### config.mk
export PLATFORM = sky130hd
export DESIGN_NAME = vsc_scale_regs
export DESIGN_NICKNAME = d
export VERILOG_FILES = /design/src/common/vsc_pkg.sv /design/src/common/vsc_gain_if.sv /design/src/hdl/vsc_gain_quant.sv /design/src/hdl/vsc_scale_regs.sv
export VERILOG_INCLUDE_DIRS = /design/src /design/src/common
export SDC_FILE = /design/constraint.sdc
export NUM_CORES = 1
export LEC_CHECK = 0
export BUFFER_PORTS_ARGS = -buffer_cell sky130_fd_sc_hd__buf_2
export CAP_MARGIN = 25
export CORE_UTILIZATION = 47
export DETAILED_ROUTE_END_ITERATION = 6
export HOLD_SLACK_MARGIN = 0.08
export PLACE_DENSITY = 0.81
export SYNTH_ARGS = -nofsm -noshare
export SYNTH_HDL_FRONTEND = slang
export SYNTH_SLANG_ARGS = --single-unit
### constraint.sdc
create_clock -name clk -period 4.4 [get_ports clk]
set_input_delay 0.22 -clock clk [delete_from_list [all_inputs] [get_ports clk]]
set_output_delay 0.22 -clock clk [all_outputs]
set_load 0.05 [all_outputs]
### src/common/vsc_cfg.svh
// Constants for the output voltage scale register pair.
// Assumes inclusion by bare name from design files only.
`ifndef VSC_CFG_SVH
`define VSC_CFG_SVH
`define VSC_CMD_LOOP 8'h29
`define VSC_CMD_MON 8'h2A
`define VSC_EXP_VAL 5'h1D
`define VSC_EXP_HI 15
`define VSC_EXP_LO 11
`define VSC_ZERO_HI 10
`define VSC_ZERO_LO 4
`define VSC_MANT_HI 3
`define VSC_EXT_MANT 4'h8
`define VSC_RST_MANT_G0125 4'h1
`define VSC_RST_MANT_G025 4'h2
`define VSC_RST_MANT_G05 4'h4
`define VSC_RST_MANT_G1 4'h8
`define VSC_MANT_RESET 4'h8
`endif

### src/common/vsc_pkg.sv
// Types shared by the scale register bank and its gain quantizer.
// Assumes nothing of its surroundings.
package vsc_pkg;
   typedef enum logic [1:0] {
      VSC_G0125 = 2'b00,
      VSC_G025 = 2'b01,
      VSC_G05 = 2'b10,
      VSC_G1 = 2'b11
   } vsc_gain_e;

   typedef enum logic {
      VSC_INIT = 1'b0,
      VSC_RUN = 1'b1
   } vsc_state_e;

   // Divider gain picked by the highest set mantissa bit
   function automatic vsc_gain_e gainOf(input logic [3:0] mant);
      if (mant[3]) begin
         gainOf = VSC_G1;
      end else if (mant[2]) begin
         gainOf = VSC_G05;
      end else if (mant[1]) begin
         gainOf = VSC_G025;
      end else begin
         gainOf = VSC_G0125;
      end
   endfunction
endpackage

### src/common/vsc_gain_if.sv
// Carries a mantissa to the quantizer and the gain code back.
// Assumes both ends sit in the same clock domain.
`timescale 1ns/1ns
interface vsc_gain_if;
   logic [3:0] mant;
   vsc_pkg::vsc_gain_e gain;
   modport quant (input mant, output gain);
   modport user (output mant, input gain);
endinterface

### src/hdl/vsc_gain_quant.sv
// Maps a scale mantissa onto one of the four supported divider gains.
// Assumes the user end holds the mantissa steady for a cycle.
`timescale 1ns/1ns
module vsc_gain_quant (
   vsc_gain_if.quant gq
);
   always_comb begin
      gq.gain = vsc_pkg::gainOf(gq.mant);
   end
endmodule

### src/hdl/vsc_scale_regs.sv
// Loop and monitor output voltage scale registers with word access.
// Assumes an upstream PMBus decoder that turns word transactions into
// one-cycle read and write strobes with the command code, and straps
// that are synchronous to clk and stable after reset release.
//
// How it works
// - bits 15:11 read fixed exponent -3
// - bits 10:4 read as zero
// - only bits 3:0 writable mantissa
// - external divider forces loop mantissa 8
// - loop writes need internal divider, rail disabled
// - override clear loads mantissa from pin
// - any stored mantissa reads back unchanged
// - mantissa ranges quantize to four gains
// - restore loads 1,2,4,8 per gain
// - internal divider: monitor mirrors loop, locked
// - monitor writable only with external divider
// - external divider applies monitor scale instead
// - monitor writes take effect immediately
`timescale 1ns/1ns
`include "vsc_cfg.svh"
module vsc_scale_regs #(
   parameter int MANT_W = 4
) (
   input wire logic clk,
   input wire logic rstn,
   input wire logic wrStrobe,
   input wire logic rdStrobe,
   input wire logic [7:0] cmdCode,
   input wire logic [15:0] wrData,
   input wire logic dividerSelectStrap,
   input wire logic railDisabled,
   input wire logic strapOverrideBit,
   input wire logic [3:0] voltageSelectPin,
   input wire logic eepromRestore,
   input wire vsc_pkg::vsc_gain_e restoreLoopGain,
   input wire vsc_pkg::vsc_gain_e restoreMonGain,
   output logic [15:0] rdData,
   output logic rdValid,
   output logic wrAccepted,
   output logic wrRefused,
   output logic cmdUnsupported,
   output logic [3:0] loopMant,
   output logic [3:0] monMant,
   output vsc_pkg::vsc_gain_e appliedGain
);
   generate
      if (MANT_W != 4) begin : g_badWidth
         $error("vsc_scale_regs supports a 4-bit mantissa only");
      end
   endgenerate

   vsc_pkg::vsc_state_e state;
   vsc_gain_if gq ();
   logic extDiv;
   logic isLoop;
   logic isMon;
   logic loopWrOk;
   logic monWrOk;
   logic [3:0] wrMant;

   assign extDiv = dividerSelectStrap;
   assign isLoop = cmdCode == `VSC_CMD_LOOP;
   assign isMon = cmdCode == `VSC_CMD_MON;
   // only the low nibble is taken
   assign wrMant = wrData[`VSC_MANT_HI:0];
   assign loopWrOk = wrStrobe && isLoop && !extDiv && railDisabled && state == vsc_pkg::VSC_RUN;
   assign monWrOk = wrStrobe && isMon && extDiv && state == vsc_pkg::VSC_RUN;

   function automatic logic [3:0] restoreMant(input vsc_pkg::vsc_gain_e g);
      unique case (g)
         vsc_pkg::VSC_G0125: restoreMant = `VSC_RST_MANT_G0125;
         vsc_pkg::VSC_G025: restoreMant = `VSC_RST_MANT_G025;
         vsc_pkg::VSC_G05: restoreMant = `VSC_RST_MANT_G05;
         vsc_pkg::VSC_G1: restoreMant = `VSC_RST_MANT_G1;
      endcase
   endfunction

   // Straps are caught one edge after release, never inside the reset
   always_ff @(posedge clk or negedge rstn) begin
      if (!rstn) begin
         state <= vsc_pkg::VSC_INIT;
      end else begin
         unique case (state)
            vsc_pkg::VSC_INIT: state <= vsc_pkg::VSC_RUN;
            vsc_pkg::VSC_RUN: state <= vsc_pkg::VSC_RUN;
         endcase
      end
   end

   // Restore beats a host write landing in the same cycle
   always_ff @(posedge clk or negedge rstn) begin
      if (!rstn) begin
         loopMant <= `VSC_MANT_RESET;
      end else if (state == vsc_pkg::VSC_INIT) begin
         loopMant <= strapOverrideBit ? restoreMant(restoreLoopGain) : voltageSelectPin;
      end else if (extDiv) begin
         loopMant <= `VSC_EXT_MANT;
      end else if (eepromRestore) begin
         loopMant <= restoreMant(restoreLoopGain);
      end else if (loopWrOk) begin
         loopMant <= wrMant;
      end
   end

   always_ff @(posedge clk or negedge rstn) begin
      if (!rstn) begin
         monMant <= `VSC_MANT_RESET;
      end else if (!extDiv && state == vsc_pkg::VSC_RUN) begin
         monMant <= loopMant;
      end else if (state == vsc_pkg::VSC_INIT) begin
         monMant <= strapOverrideBit ? restoreMant(restoreMonGain) : voltageSelectPin;
      end else if (eepromRestore) begin
         monMant <= restoreMant(restoreMonGain);
      end else if (monWrOk) begin
         // no wait for disable or reset
         monMant <= wrMant;
      end
   end

   // monitor scale steers the divider when external
   assign gq.mant = extDiv ? monMant : loopMant;
   vsc_gain_quant u_quant (
      .gq(gq.quant)
   );

   always_ff @(posedge clk or negedge rstn) begin
      if (!rstn) begin
         appliedGain <= vsc_pkg::VSC_G1;
      end else begin
         appliedGain <= gq.gain;
      end
   end

   always_ff @(posedge clk or negedge rstn) begin
      if (!rstn) begin
         rdData <= 16'h0000;
         rdValid <= 1'b0;
      end else begin
         rdValid <= rdStrobe;
         if (rdStrobe && (isLoop || isMon)) begin
            rdData <= {`VSC_EXP_VAL, 7'h00, isLoop ? loopMant : monMant};
         end else begin
            rdData <= 16'h0000;
         end
      end
   end

   // refused writes only raise a flag
   always_ff @(posedge clk or negedge rstn) begin
      if (!rstn) begin
         wrAccepted <= 1'b0;
         wrRefused <= 1'b0;
         cmdUnsupported <= 1'b0;
      end else begin
         wrAccepted <= loopWrOk || monWrOk;
         wrRefused <= wrStrobe && (isLoop || isMon) && !(loopWrOk || monWrOk);
         cmdUnsupported <= (wrStrobe || rdStrobe) && !(isLoop || isMon);
      end
   end
endmodule

# Word-level counts from Yosys, hierarchy flattened
# Index checks and enable logic that the tools add are counted.
[op_classes]
add_sub_neg = 0
mul = 0
div = 0
n_lt_le_gt_ge = 0
eq_ne = 10
n_shift = 0
mux = 18
bitwise = 0
n_reduce_logical = 20
[op_table]
columns = ["operator", "count"]
rows = [
  ["$mux 4", 12],
  ["$pmux 4 s4", 2],
  ["$eq 8x6->1 const B", 2],
  ["$mux 16", 1],
  ["$logic_and 1x1->1", 12],
  ["$eq 2x2->1 const B", 4],
  ["$eq 2x1->1 const B", 2],
  ["$logic_not 2->1", 2],
  ["$mux 2", 2],
  ["$ne 4x2->1 const B", 1],
  ["$ne 4x3->1 const B", 1],
  ["$logic_not 1->1", 3],
  ["$logic_or 1x1->1", 3],
  ["$mux 1", 1],
]
[word_totals]
ff_bits = 31
latchBits = 0
ramBits = 0
romBits = 0
inputBits = 40
out_inout_bits = 30
mem_count = 0

# Longest topological paths before layout
[logic_depth]
depth_word = 9
depth_mapped = 5
depth_no_buf = 4

# Hierarchy
# From an unflattened synthesis, not the netlist that was laid out.
[hier_totals]
cells_unflattened = 141
area_unflattened_um2 = 1357.6
[modules_own_cells]
columns = ["module", "n_inst", "cells_each", "area_each_um2", "seq_area_each_um2"]
rows = [
  ["vsc_scale_regs", 1, 138, 1340.0, 505.5],
  ["vsc_gain_quant", 1, 3, 17.5, 0.0],
]

# Worst setup path after synthesis
# Ideal clock, no wire load.
[synth_timing]
kind = "input to register"
start = "input port cmdCode[7]"
end = "register loopMant[0]"
arrival_time_ns = 1.651
t_required_ns = 4.275
setup_slack_ns = 2.624
path_stages = 4
path_buffers = 0
cell_sequence = "or4b_4 > nor3b_4 > a311o_2 > mux2_2"
[synth_between]
elab_chain_cells = 6
[synth_lines]
columns = ["item", "line", "text"]
rows = [
  ["from (decl)", "vsc_scale_regs.sv:29", "input wire logic [7:0] cmdCode,"],
  ["$eq 8x6->1 (no source line)", "-", ""],
  ["$logic_and 1x1->1 (4 in series)", "vsc_scale_regs.sv:67", "assign loopWrOk = wrStrobe && isLoop && !extDiv && railDisabled && state == vsc_pkg::VSC_RUN;"],
  ["$ne 4x3->1 (no source line)", "-", ""],
  ["to (signal assigned)", "vsc_scale_regs.sv:94", "loopMant <= `VSC_MANT_RESET;"],
  ["to (signal assigned)", "vsc_scale_regs.sv:96", "loopMant <= strapOverrideBit ? restoreMant(restoreLoopGain) : voltageSelectPin;"],
  ["to (signal assigned)", "vsc_scale_regs.sv:98", "loopMant <= `VSC_EXT_MANT;"],
  ["to (decl)", "vsc_scale_regs.sv:43", "output logic [3:0] loopMant,"],
]
# No other way between the ends.
# A chain may end at the register's enable or synchronous reset.

# Worst setup path in the final report
[layout_timing]
start = "register state"
end = "register monMant[1]"
[layout_between]
elab_chain_cells = 2
[layout_lines]
columns = ["item", "line", "text"]
rows = [
  ["from (decl)", "vsc_scale_regs.sv:53", "vsc_pkg::vsc_state_e state;"],
  ["from (signal assigned)", "vsc_scale_regs.sv:82", "state <= vsc_pkg::VSC_INIT;"],
  ["from (signal assigned)", "vsc_scale_regs.sv:85", "vsc_pkg::VSC_INIT: state <= vsc_pkg::VSC_RUN;"],
  ["from (signal assigned)", "vsc_scale_regs.sv:86", "vsc_pkg::VSC_RUN: state <= vsc_pkg::VSC_RUN;"],
  ["$logic_and 1x1->1 (tied with other cells)", "vsc_scale_regs.sv:68", "assign monWrOk = wrStrobe && isMon && extDiv && state == vsc_pkg::VSC_RUN;"],
  ["$ne 4x2->1 (no source line) or $mux 4 (tied branches)", "-", ""],
  ["to (signal assigned)", "vsc_scale_regs.sv:108", "monMant <= `VSC_MANT_RESET;"],
  ["to (signal assigned)", "vsc_scale_regs.sv:110", "monMant <= loopMant;"],
  ["to (signal assigned)", "vsc_scale_regs.sv:112", "monMant <= strapOverrideBit ? restoreMant(restoreMonGain) : voltageSelectPin;"],
  ["to (decl)", "vsc_scale_regs.sv:44", "output logic [3:0] monMant,"],
]
# Parallel ways exist; a longest one is shown, timed or not.

==> summary.txt <==
Setup path
  • CP bufs+invs: 0
  • Worst R2R Start: state
  • Setup CP Type: register to register
  • Crit path launch: state
  • Setup crit end kind: register
  • WP data arrival: 1920 ps
  • Worst-path fanout max: 13
  • CP delay by family, top: flip-flops
  • R2R Path End: monMant[1]
  • CP max stage cell: dfrtp_1
  • Worst R2R Setup Slack: 2660 ps
  • Largest stage delay, worst path: 610 ps
  • Cells along the critical path: nand2_1 > a311oi_2 > mux2_2
  • Instance count on the critical path: 3
  • FF-to-FF path depth: 3
  • Startpoint types: register
  • Worst Path Required: 4580 ps

Synthesis
  • FFs w/ async S/R, synth: 100.0%
  • Sequential share of the synthesized area: 41.31%
  • Post-synth EDFFs: 0
  • Yosys cell types: 38
  • #FFs+latches synth: 20
  • Post-Synthesis Cells: 126
  • Cell taking the most area after synthesis: dfrtp_1
  • Mean Syn Cell Area: 9.712 um^2
  • Largest cells by area after synthesis: dfrtp_1 33%, dfstp_2 8.6%, mux2_2 7.4%, buf_4 6.7%, nor2b_1 6.1%
  • Top FF cell, synth: dfrtp_1
  • Area share of the largest cell type after synthesis: 32.72%
  • Synth Warn #: 0
  • Syn Std Cell Area: 1224 um^2

Floorplan
  • # rows: 18
  • Core area: 2477 um^2
  • Die H: 53.03 um
  • Initial Util: 49.39%
  • Die area: 2812 um^2
  • Die width: 53.03 um
  • Total I/O pin count: 70

GRT
  • Vias in the first global route: 953
  • Total Routing Usage GR: 20.00%
  • First-pass GRT wire length: 4.126 mm
  • Largest net degree at the start of global routing: 21
  • Total grt overflow: 0
  • Initial antenna violation count: 0

Timing
  • Setup Viol. Count Final: 0
  • Final Hold Fails: 0
  • RSZ-0062 raised after global routing: no
  • Min Tclk post-route: 1743 ps
  • Fmax achieved: 573.9 MHz
  • Final period util: 39.60%
  • Worst slew pin tran: 505.4 ps
  • Final Hold Slack: 197.2 ps
  • TNS Setup: 0 ps
  • Slew Viols, Final: 0
  • Slew headroom: 66.24%
  • Clock skew: 1.925 ps

Run status
  • Failing checks: DRC
  • Status: finished with violations

Pwr
  • Clock power share: 19.4%
  • Register share of total power: 48.1%
  • Leak: 0.7247 nW
  • PD cells: 299.5 nW/um^2
  • Max rail drop VDD: 0.1964 mV
  • Combinational share of power: 32.5%
  • Sw Share: 36.92%
  • Internal: 0.2789 mW
  • Sw Pwr: 0.1632 mW

Worst hold path
  • Min-Delay Endpoint: wrRefused
  • Hold Path Origin: wrStrobe
  • Hold path depth: 3
  • Tightest Hold Check Type: primary input to register

Flow run
  • Total of max-cap violations: 0

Placed design
  • GPL Wtd Cong: 0.8185
  • Port bufs: 49
  • Hpwl dp: 2.029 mm

Route
  • Drt first-iter violations: 25
  • Drt wl/cell: 12.88 um
  • Vias: 1128
  • Total wire length: 2.602 mm
  • Vias per cell: 5.584
  • Remaining routing DRC violations: 1
  • Antenna Violating Nets Remaining: 0
  • Detailed Routing Iterations Pass 1: 6

Clock network
  • Root Driver: clkbuf_4
  • CTS Buf Count: 3
  • CTS max path bufs: 2
  • Cts repair resizes: 0
  • Setup bufs post-CTS: 0
  • Clock H-tree levels: 1
  • Clk slew on worst S/H paths: 100 ps
  • Skew-Pair Late Insertion Delay: 290 ps
  • Hold Buf Count CTS: 2
  • Clock net sink count: 20
  • CTS tree: built

Final layout
  • Total Nets Final: 213
  • Synth-to-Final Area Change: 20.65%
  • Ant. Diodes: 0
  • Share of cells above drive strength 1: 40.12%
  • Final Util: 59.60%
## sequential cells by signal (all words and copies together) (netlist names)
name	flops
loopMant	4
rdValid	1
monMant	4
wrRefused	1
wrAccepted	1
state	1
cmdUnsupported	1
appliedGain	2
rdData	5
## layer usage
metal  up-vias  global-route usage, %  wire length [um]
li1        536                      -                 -
met1       530                  24.33              1148
met2        60                  35.65              1226
met3         2                  2.011               207
met4         0                  7.895                19
met5         -                      0                 0
## power groups by stage
stage               combinational, mW  sequential (mW)  clock, mW
floorplan                      0.0666            0.257          0
global placement                0.140            0.216          0
detailed placement              0.142            0.216          0
CTS                             0.144            0.212     0.0882
global route                    0.154            0.215     0.0971
finish                          0.144            0.213     0.0857
## cell families after synthesis
kind of cell	count (synthesis)	synth area share (%)
multiplexers	8	7.362
AND/OR/NAND/NOR	35	18.00
flip-flops	20	41.31
AO/OA/AOI/OAI	37	21.88
other	2	0.6137
buffers and inverters	24	10.84
## cells in the mapped netlist (2+ instances only)
cell type / number
nor2b_1: 12
a31oi_1: 5
nand2_1: 3
a22oi_1: 4
conb_1: 2
mux2_2: 8
a311oi_1: 5
nor3b_1: 2
o22ai_1: 4
nor2_1: 6
and3_1: 2
dfrtp_1: 16
dfstp_2: 4
clkbuf_1: 4
o21ai_0: 4
inv_1: 8
buf_4: 11
a21oi_1: 5
a211oi_1: 2
## cell usage in the layout, fill, tap and decap left out, drive strengths merged, types with 2 or more instances in the layout
| cell type | instances |
|---|---|
| o21ai | 4 |
| o22ai | 4 |
| conb | 9 |
| and3 | 2 |
| dfrtp | 16 |
| clkbuf | 4 |
| nor3b | 3 |
| a22oi | 4 |
| nand2 | 3 |
| a311o | 2 |
| dlygate4sd3 | 2 |
| mux2 | 8 |
| a311oi | 6 |
| a211oi | 2 |
| a21oi | 5 |
| nor2b | 12 |
| nor2 | 6 |
| buf | 49 |
| inv | 8 |
| a31oi | 5 |
| dfstp | 4 |
## worst register-to-register path: stages (launching register included)
cell and delay (ps):
dfrtp_1 610, nand2_1 160, a311oi_2 460, mux2_2 390
## per-stage QoR
step / setup WS, ps / power [mW] / cells / instance area (um^2)
after floorplan: 2624 / 0.3233 / 133 / 1250
after global placement: 2441 / 0.3552 / 196 / 1430
after detailed placement: 2428 / 0.3579 / 196 / 1430
after CTS: 2695 / 0.4444 / 202 / 1476
after global routing: 2575 / 0.4667 / 202 / 1476
final: 2657 / 0.4421 / 202 / 1476
## worst max path at each step
stage                  end  slack (ps)
3_3_place_gp   loopMant[0]        2440
5_1_grt         monMant[1]        2570
6_report        monMant[1]        2660
4_1_cts         monMant[1]        2690
3_5_place_dp   loopMant[0]        2430
2_1_floorplan  loopMant[0]        2620
## layout make-up
cell class,instances,area [um^2]
sequential,20,505.5
timing repair buffer,51,265.3
clock buffer,4,26.28
fill,228,1001
tap,30,37.54
multi-input combinational,89,611.8
inverter,8,30.03
Power figures use the tool's default switching activity.
